File: config.mk
export PLATFORM = sky130hd
export DESIGN_NAME = power_mode_unit
export DESIGN_NICKNAME = d
export VERILOG_FILES = /design/src/pkg/pmu_pkg.sv /design/src/design/power_mode_unit.sv /design/src/design/pmu_sync.sv /design/src/design/pmu_gate_map.sv
export SDC_FILE = /design/constraint.sdc
export NUM_CORES = 1
export LEC_CHECK = 0
export BUFFER_PORTS_ARGS = -buffer_cell sky130_fd_sc_hd__buf_4
export CAP_MARGIN = 15
export CORE_AREA = 2 2 54 56
export CTS_CLUSTER_SIZE = 24
export DETAILED_ROUTE_END_ITERATION = 7
export DIE_AREA = 0 0 56 58
export PLACE_DENSITY = 0.76
export SETUP_SLACK_MARGIN = 0.02
export SLEW_MARGIN = 20
export SYNTH_ARGS = -nofsm -noshare
export SYNTH_HDL_FRONTEND = slang
export SYNTH_HIERARCHICAL = 1
export SYNTH_SLANG_ARGS = --single-unit
File: constraint.sdc
create_clock -name mclk -period 3.35 [get_ports mclk]
set_clock_uncertainty 0.2 [all_clocks]
set_input_delay 0.335 -clock mclk [delete_from_list [all_inputs] [get_ports mclk]]
set_output_delay 0.335 -clock mclk [all_outputs]
set_load 0.1 [all_outputs]
File: src/pkg/pmu_pkg.sv
// How it works
// - exactly four modes, one at a time
// - reset lands in active mode
// - active: all clocks but slow_clk_en run, timer slow
// - power save: everything runs on slow clock
// - fast osc follows disable bit in save/idle
// - idle: only manager and timer clocked slowly
// - halt: all clocks off, fast osc off
// - halt: slow clock to timer stopped
// - low-rate oscillator always enabled
// - wait in active stalls cpu until interrupt
// - save via wait halts cpu, else runs
// - power-save status high unless active
// - idle status high only in idle
// - halt status high only in halt
// - no mode change while stall asserted
// - stall input may be tied inactive at top level
// - save request immediate or at next wait
// - idle/halt bits enter on wait with defer
// - wake-up clears bits, returns to active
// - save/idle entry from active needs slow clock stable
package pmu_pkg;

  typedef enum logic [1:0] {
    PMU_ACTIVE = 2'h0,
    PMU_SAVE   = 2'h1,
    PMU_IDLE   = 2'h3,
    PMU_HALT   = 2'h2
  } pmu_mode_e;

  typedef struct packed {
    logic power_save;
    logic idle;
    logic halt;
  } pmu_status_s;

  typedef struct packed {
    logic main_clk_en;
    logic slow_clk_en;
    logic timer_clk_en;
    logic pmu_clk_en;
    logic fast_osc_en;
    logic low_osc_en;
    logic cpu_run;
  } pmu_gates_s;

  // control register field positions
  localparam int PMU_BIT_SAVE  = 0;
  localparam int PMU_BIT_FOSC_OFF = 1;
  localparam int PMU_BIT_IDLE  = 2;
  localparam int PMU_BIT_HALT  = 3;
  localparam int PMU_BIT_DEFER = 5;
  localparam int PMU_BIT_SLOW  = 6;
  localparam int PMU_BIT_FAST  = 7;

  localparam logic [7:0] PMU_CTRL_RST = 8'h00;
  localparam pmu_mode_e  PMU_MODE_RST = PMU_ACTIVE;
  localparam logic [1:0] PMU_SYNC_RST = 2'h0;

endpackage

File: src/design/power_mode_unit.sv
// power mode manager: four modes, control via register port
module power_mode_unit (
  input  wire logic              mclk,
  input  wire logic              rst,
  input  wire logic [2:0]        reg_addr,
  input  wire logic [7:0]        reg_wdata,
  input  wire logic              reg_wr,
  input  wire logic              reg_rd,
  output logic [7:0]             reg_rdata,
  input  wire logic              wait_exec,
  input  wire logic              irq_taken,
  input  wire logic              wake_event,
  input  wire logic              slow_clock_stable,
  input  wire logic              fast_clock_stable,
  input  wire logic              mode_stall,
  output pmu_pkg::pmu_mode_e     mode,
  output pmu_pkg::pmu_gates_s    gates,
  output pmu_pkg::pmu_status_s   status
);
  import pmu_pkg::*;

  localparam logic [2:0] PMU_ADDR_CTRL = 3'h0;

  logic      save_req_q, save_req_d;
  logic      save_pend_q, save_pend_d;
  logic      fosc_off_q, fosc_off_d;
  logic      idle_q, idle_d;
  logic      halt_q, halt_d;
  logic      defer_q, defer_d;
  logic      waiting_q, waiting_d;
  logic      wait_pend_q, wait_pend_d;
  pmu_mode_e mode_q, mode_d;
  logic [7:0] rdata_q;
  logic      slow_ok;
  logic      fast_ok;
  logic      wake_s;

  pmu_sync u_sync_slow (
    .mclk (mclk),
    .rst  (rst),
    .din  (slow_clock_stable),
    .dout (slow_ok)
  );
  pmu_sync u_sync_fast (
    .mclk (mclk),
    .rst  (rst),
    .din  (fast_clock_stable),
    .dout (fast_ok)
  );
  pmu_sync u_sync_wake (
    .mclk (mclk),
    .rst  (rst),
    .din  (wake_event),
    .dout (wake_s)
  );

  // register decode
  wire ctrl_wr = reg_wr && (reg_addr == PMU_ADDR_CTRL);
  wire ctrl_rd = reg_rd && (reg_addr == PMU_ADDR_CTRL);
  // stall may be tied low at top level; logic still honours it
  wire stalled = mode_stall;
  // wait seen now or held from an earlier stalled cycle
  wire wait_now = wait_exec | wait_pend_q;

  wire in_act = (mode_q == PMU_ACTIVE);
  wire in_save = (mode_q == PMU_SAVE);

  wire want_save = save_pend_q && in_act && (!defer_q || wait_now);
  // idle/halt need wait and defer from active
  wire want_idle = idle_q && wait_now && (!in_act || defer_q) && (in_act || in_save);
  wire want_halt = halt_q && wait_now && (!in_act || defer_q) && (mode_q != PMU_HALT);
  wire slow_gate = slow_ok || !in_act;

  // next mode and control bits
  always_comb begin
    mode_d      = mode_q;
    save_req_d  = save_req_q;
    save_pend_d = save_pend_q;
    fosc_off_d  = fosc_off_q;
    idle_d      = idle_q;
    halt_d      = halt_q;
    defer_d     = defer_q;
    waiting_d   = waiting_q;
    wait_pend_d = wait_pend_q;
    if (ctrl_wr) begin
      fosc_off_d = reg_wdata[PMU_BIT_FOSC_OFF];
      idle_d  = reg_wdata[PMU_BIT_IDLE];
      halt_d  = reg_wdata[PMU_BIT_HALT];
      defer_d = reg_wdata[PMU_BIT_DEFER];
      save_pend_d = reg_wdata[PMU_BIT_SAVE];
      // deferred request shows set at once; immediate only once done
      save_req_d  = reg_wdata[PMU_BIT_SAVE] & (reg_wdata[PMU_BIT_DEFER] | !in_act);
    end
    // cpu stalls on wait until interrupt
    // a wait in the same cycle as an ack wins, so the core is not left running
    if (irq_taken) begin
      waiting_d = 1'b0;
    end
    if (wait_exec) begin
      waiting_d = 1'b1;
    end
    if (stalled) begin
      wait_pend_d = wait_pend_q | wait_exec;
    end else begin
      wait_pend_d = 1'b0;
      // mode changes only while not stalled
      if (wake_s && !in_act && fast_ok) begin
        // wake-up clears bits, back to active
        mode_d      = PMU_ACTIVE;
        save_req_d  = 1'b0;
        save_pend_d = 1'b0;
        fosc_off_d  = 1'b0;
        idle_d      = 1'b0;
        halt_d      = 1'b0;
      end else if (want_halt) begin
        mode_d = PMU_HALT;
      end else if (want_idle && slow_gate) begin
        mode_d = PMU_IDLE;
      end else if (want_save && slow_gate) begin
        mode_d     = PMU_SAVE;
        save_req_d = 1'b1;
      end else if (in_save && !save_pend_q && !idle_q && !halt_q && fast_ok) begin
        // software cleared the save bit: back to active
        mode_d = PMU_ACTIVE;
      end
    end
  end

  // single mode register, active after reset
  always_ff @(posedge mclk) begin
    if (rst) begin
      mode_q      <= PMU_MODE_RST;
      save_req_q  <= PMU_CTRL_RST[PMU_BIT_SAVE];
      save_pend_q <= 1'b0;
      fosc_off_q  <= PMU_CTRL_RST[PMU_BIT_FOSC_OFF];
      idle_q      <= PMU_CTRL_RST[PMU_BIT_IDLE];
      halt_q      <= PMU_CTRL_RST[PMU_BIT_HALT];
      defer_q     <= PMU_CTRL_RST[PMU_BIT_DEFER];
      waiting_q   <= 1'b0;
      wait_pend_q <= 1'b0;
    end else begin
      mode_q      <= mode_d;
      save_req_q  <= save_req_d;
      save_pend_q <= save_pend_d;
      fosc_off_q  <= fosc_off_d;
      idle_q      <= idle_d;
      halt_q      <= halt_d;
      defer_q     <= defer_d;
      waiting_q   <= waiting_d;
      wait_pend_q <= wait_pend_d;
    end
  end

  // read data one cycle after strobe, zero elsewhere
  wire [7:0] ctrl_view = {fast_ok, slow_ok, defer_q, 1'b0, halt_q, idle_q, fosc_off_q, save_req_q};
  always_ff @(posedge mclk) begin
    if (rst) begin
      rdata_q <= 8'h00;
    end else begin
      rdata_q <= ctrl_rd ? ctrl_view : 8'h00;
    end
  end

  pmu_gate_map u_gate_map (
    .mclk                 (mclk),
    .rst                  (rst),
    .mode                 (mode_q),
    .fast_osc_disable_bit (fosc_off_q),
    .cpu_waiting          (waiting_q),
    .gates                (gates),
    .status               (status)
  );

  assign mode      = mode_q;
  assign reg_rdata = rdata_q;
endmodule

File: src/design/pmu_sync.sv
// three-stage synchroniser; change accepted when stages two and three agree
module pmu_sync (
  input  wire logic mclk,
  input  wire logic rst,
  input  wire logic din,
  output logic      dout
);
  import pmu_pkg::*;

  logic       meta_q;
  logic [1:0] pipe_q;
  logic       dout_q;

  // first stage feeds only the second
  always_ff @(posedge mclk) begin
    if (rst) begin
      meta_q <= 1'b0;
      pipe_q <= PMU_SYNC_RST;
      dout_q <= 1'b0;
    end else begin
      meta_q <= din;
      pipe_q <= {pipe_q[0], meta_q};
      if (pipe_q[0] == pipe_q[1]) begin
        dout_q <= pipe_q[1];
      end
    end
  end

  assign dout = dout_q;
endmodule

File: src/design/pmu_gate_map.sv
// mode to clock and oscillator gating, registered
module pmu_gate_map (
  input  wire logic              mclk,
  input  wire logic              rst,
  input  wire pmu_pkg::pmu_mode_e mode,
  input  wire logic              fast_osc_disable_bit,
  input  wire logic              cpu_waiting,
  output pmu_pkg::pmu_gates_s    gates,
  output pmu_pkg::pmu_status_s   status
);
  import pmu_pkg::*;

  pmu_gates_s  gates_d;
  pmu_gates_s  gates_q;
  pmu_status_s status_d;
  pmu_status_s status_q;

  wire in_act  = (mode == PMU_ACTIVE);
  wire in_save = (mode == PMU_SAVE);
  wire in_idle = (mode == PMU_IDLE);
  wire in_halt = (mode == PMU_HALT);

  assign gates_d.main_clk_en  = in_act;
  assign gates_d.slow_clk_en  = in_save;
  assign gates_d.timer_clk_en = !in_halt;
  assign gates_d.pmu_clk_en   = !in_halt;
  assign gates_d.fast_osc_en  = in_act | ((in_save | in_idle) & !fast_osc_disable_bit);
  assign gates_d.low_osc_en   = 1'b1;
  assign gates_d.cpu_run      = (in_act | in_save) & !cpu_waiting;

  assign status_d.power_save = !in_act;
  assign status_d.idle       = in_idle;
  assign status_d.halt       = in_halt;

  // registered so consumers see glitch-free enables
  always_ff @(posedge mclk) begin
    if (rst) begin
      gates_q  <= '{main_clk_en: 1'b1, slow_clk_en: 1'b0, timer_clk_en: 1'b1,
                    pmu_clk_en: 1'b1, fast_osc_en: 1'b1, low_osc_en: 1'b1, cpu_run: 1'b1};
      status_q <= '0;
    end else begin
      gates_q  <= gates_d;
      status_q <= status_d;
    end
  end

  assign gates  = gates_q;
  assign status = status_q;
endmodule

## After elaboration in Yosys (flattened, before gate mapping)

Index checks and enable logic that the tools add are counted.

- Flip-flop bits (word level): 39
- Bits of input ports: 21

- Equality and inequality tests: 7
- Multiplexer cells: 25
- Bitwise operators: 10
- Reductions and logical operators: 37

Operators with widths:

| cell | count |
|---|---|
| $mux 1 | 20 |
| $logic_and 1x1->1 | 18 |
| $mux 2 | 5 |
| $logic_not 1->1 | 8 |
| $or 1x1->1 | 5 |
| $reduce_bool 5->1 | 1 |
| $eq 2x2->1 const B | 2 |
| $logic_or 1x1->1 | 4 |
| $reduce_or 2->1 | 2 |
| $and 1x1->1 | 3 |
| $eq 1x1->1 | 3 |
| $logic_not 3->1 | 1 |
| $eq 2x1->1 const B | 1 |
| $logic_not 2->1 | 1 |
| $ne 2x2->1 const B | 1 |
| $not 1->1 | 2 |
| $reduce_and 2->1 | 1 |
| $reduce_bool 2->1 | 1 |

## Logic depth before layout (Yosys ltp)

- Depth in word-level cells: 10
- Gate-level depth with buffers: 5
- Depth with buffers taken out: 5

## Modules after synthesis

The synthesis kept the hierarchy.

Modules (own cells, without submodules):

| module | instances | cells each | area an instance (um2) |
|---|---|---|---|
| power_mode_unit | 1 | 73 | 706.9 |
| pmu_sync | 3 | 10 | 112.6 |
| pmu_gate_map | 1 | 22 | 246.5 |

## Least setup slack after synthesis

No wires, ideal clock.

- Path type: reg-to-reg
- Start: reg mode_q[0] (netlist: mode[0])
- End: reg mode_q[1] (netlist: mode[1])
- Library setup time: 75 ps
- Arrival time: 1968 ps
- Path slack: 1107 ps
- Stages on the path, launching flop included: 6
- Cells stage by stage: dfxtp_1 a21oi_2 nor4b_4 nor2_2 or3_1 a31oi_1

- Longest elaborated chain between the ends: 9

Ends and longest elaborated chain:

| what | RTL line | RTL |
|---|---|---|
| start, declared | power_mode_unit.sv:32 | `pmu_mode_e mode_q, mode_d;` |
| start signal, assigned | power_mode_unit.sv:142 | `mode_q <= mode_d;` |
| $logic_not 2->1 | power_mode_unit.sv:65 | `wire in_act = (mode_q == PMU_ACTIVE);` |
| $logic_not 1->1 | - |  |
| $logic_or 1x1->1 | power_mode_unit.sv:70, power_mode_unit.sv:71 |  |
| $logic_and 1x1->1 (2 in a row) | power_mode_unit.sv:70 | `wire want_idle = idle_q && wait_now && (!in_act \|\| defer_q) && (in_act \|\| in_save);` |
| $logic_and 1x1->1 | power_mode_unit.sv:117 | `end else if (want_idle && slow_gate) begin` |
| $mux 2 | power_mode_unit.sv:117 |  |
| $mux 2 | power_mode_unit.sv:115 | `end else if (want_halt) begin` |
| $mux 2 | power_mode_unit.sv:107 | `if (wake_s && !in_act && fast_ok) begin` |

Several ways; a longest one is shown, not always the timed one.
A chain may end at the register's enable or synchronous reset.

## Worst setup path after layout

- Start: reg mode_q[1] (netlist: mode[1])
- End: out mode[1]

RTL lines:

| what | RTL line | RTL |
|---|---|---|
| end, declared | power_mode_unit.sv:16 | `output pmu_pkg::pmu_mode_e mode,` |

No word-level cell between the ends.

==> impl_metrics.ini <==
[detailed_routing]
routed_wirelength_mm = 2.29
wl_per_cell_um = 11.7
highest_layer = met4
drtIter0Drc = 11
drtAntennaViolNets = 0
wl_met3_um = 114
vias_per_cell = 4.94
remaining_drc_errors = 0
wl_met1_um = 976
vias = 969
wl_met2_mm = 1.16
dr.pass1.iters = 4

[worst_setup_path]
r2r_cells = 5
cp_cell_sequence = buf_4
worstPathArrival_ns = 1.37
crit_fanout = 14
required_ns = 2.81
cpPeakStageDelay_ns = 0.65
cp.depth = 1
worst-path-buf-inv = 1
cp_top_family = flip-flops
cp-start-kind = register
endpoint_kind = output pin
crit_path_top_delay_cell = dfxtp_1
crit_type = register to output pin

[sta]
rsz0062_at_grt = no
setup_slack_ns = 1.45
finalMaxSlewViolations = 0
max_slew_margin = 0.660
finalSetupViolCount = 0
tightest_slew_ns = 0.510
hold_viol_final = 0
fin_crit_sh = 0.568
min_period_ns = 1.90
tns_ns = 0
fmax_mhz = 526

[floorplanning]
dieArea_um2 = 3250
chipHeight_um = 58
coreArea_um2 = 2660
ios = 41
start_util = 0.485
fp.dieW_um = 56
rows = 19

[pwr]
p_comb_frac = 0.073
internal_power_mw = 0.553
power_density_nw_per_um2 = 440
p_total_mw = 0.715
pwr-share-clk = 0.296
p_sw_mw = 0.162
seqPwrFrac = 0.631
ir_drop_mv = 0.354
swShare = 0.227
p_leak_nw = 0.671

[synthesis]
synth.mux.area_fraction = 0.0388
yosysUniqueCellTypes = 33
synth_flop_cell = dfxtp_1
ys_warn_count = 6
synth_compound_area_frac = 0.108
seq_area_frac_synth = 0.574
avgSynthCellArea_um2 = 10.3
async_flop_share = 0
synth_top_family_by_area = simple AND/OR/NAND/NOR gates
post_synth_fa_ha_maj_area_fraction = 0
yosys.area_share.simple = 0.244
synth_xor_xnor_area_share = 0
ys_ff_latch = 37
synth_edf_count = 0
synthCells = 125
syn-cell-area_um2 = 1290
synth_fp_nets = 146

[cts]
clk_pin_slew_ns = 0.09
ctsResizeCount = 0
cts_buffer_depth = 2
cts_tree = done
cts-buffers-inserted = 5
cts_root_buf = clkbuf_4
insertion_delay_ns = 0.33
cts_sinks = 37
htreeDepth = 2

[placement]
dp_hpwl_mm = 1.63
dp.cells = 187
pre_cts_ws_ns = 1.57
io_buffers = 35
post_dp_cell_area_um2 = 1570
place_congestion = 0.837

[cells_and_area]
postLayoutCellArea_um2 = 1620
stdcell_count = 196
insertedDiodeCount = 0
drive_gt1_frac = 0.285
nets = 185
syn_to_final_growth_pct = 25.8
final_common_cell = dfxtp_1
fill_cells = 241
mostFrequentLayoutCells = dfxtp_1 (37), buf_4 (35), nor2_1 (11), nor2b_1 (9), and2_1 (8)

[global_route]
grt_antenna_before_repair = 0
grt_pass1_vias = 918
overflow = 0
grtUsageTotal = 0.158
grt_pass1_wl_mm = 3.84
grt_max_degree = 28

[hold_path]
hold_path_class = primary input to register
hold_depth = 2

[flow_run]
cap_viol_max_count = 0

[outcome]
status = complete, no violations
[worst reg2reg max path: stages (launching register included)]
cell and delay [ns]:
dfxtp_1 0.61, a21oi_2 0.08, nor4b_4 0.28, nor2_2 0.09, or3_1 0.32, a31oi_1 0.15
[final cells by class]
type | instances | area [µm²] | share of cell area
Multi-Input combinational cell | 81 | 512 | 0.315
Tap cell | 31 | 38.8 | 0.0239
Clock buffer | 8 | 48.8 | 0.0300
Timing Repair Buffer | 36 | 273 | 0.168
Inverter | 3 | 11.3 | 0.00693
Sequential cell | 37 | 741 | 0.456
[sequential cells by signal, summed over array words and instances (netlist names), 2 cells and up]
| signal | flops |
|---|---|
| reg_rdata | 7 |
| u_gate_map/gates | 5 |
| u_gate_map/status | 3 |
| mode | 2 |
| u_sync_fast/pipe_q | 2 |
| u_sync_slow/pipe_q | 2 |
| u_sync_wake/pipe_q | 2 |
[through the flow]
| stage | utilization | hold WS [ns] |
|---|---|---|
| after CTS | 0.610 | 0.00404 |
| after global placement | 0.588 | 0.218 |
| final | 0.610 | 0.0123 |
| after detailed placement | 0.588 | 0.225 |
| after global routing | 0.610 | 0.000457 |
| after floorplan | - | 0.204 |
[worst paths after layout]
check | from | end | slack (ns)
worst min register to register | waiting_q$_SDFFE_PP0P_ | u_gate_map/gates[0]$_SDFF_PP1_ | 0.24
worst max-delay path | mode[1]$_SDFFE_PP0P_ | mode[1] | 1.45
worst max register to register | mode[0]$_SDFFE_PP0P_ | mode[1]$_SDFFE_PP0P_ | 1.56
worst min-delay path | wake_event | u_sync_wake/meta_q$_SDFF_PP0_ | 0.01
[layer usage]
metal / track usage / up-vias
met3: 0.0491 / 5
met5: 0 / -
met2: 0.269 / 24
met4: 0.105 / 0
met1: 0.170 / 443
li1: - / 497
[repair_timing]
action,CTS,global route
setup buffers,0,0
hold endpoints to repair,1,0
setup endpoints to repair,0,0
hold buffers,1,0
[kinds of logic after synthesis]
kind of cell           after synthesis
AND/OR/NAND/NOR                     54
flip-flops                          37
AO/OA/AOI/OAI                       20
buffers and inverters                7
multiplexers                         5
other                                2
[cells in the mapped netlist (2+ instances only)]
cell type	number	area, µm²
conb_1	2	7.51
a21oi_2	2	17.5
and2_1	8	50.1
o21ai_0	2	10.0
nor2_1	11	41.3
nand2b_1	3	18.8
dfxtp_1	37	741
o21ai_1	3	15.0
nand2_1	7	26.3
or2_1	2	12.5
nor3_1	3	15.0
mux2i_1	5	50.1
a21oi_1	4	20.0
buf_4	3	22.5
inv_1	3	11.3
nand3_1	2	10.0
or3_1	2	12.5
nor2b_1	9	56.3
a31oi_1	3	18.8
[power groups by stage]
stage	clock, mW	combinational, mW	sequential [mW]
2_1_floorplan	0	0.0245	0.466
3_3_place_gp	0	0.0498	0.461
3_5_place_dp	0	0.0511	0.461
4_1_cts	0.220	0.0522	0.451
5_1_grt	0.240	0.0565	0.453
6_report	0.212	0.0519	0.451
Power figures use the tool's default switching activity.
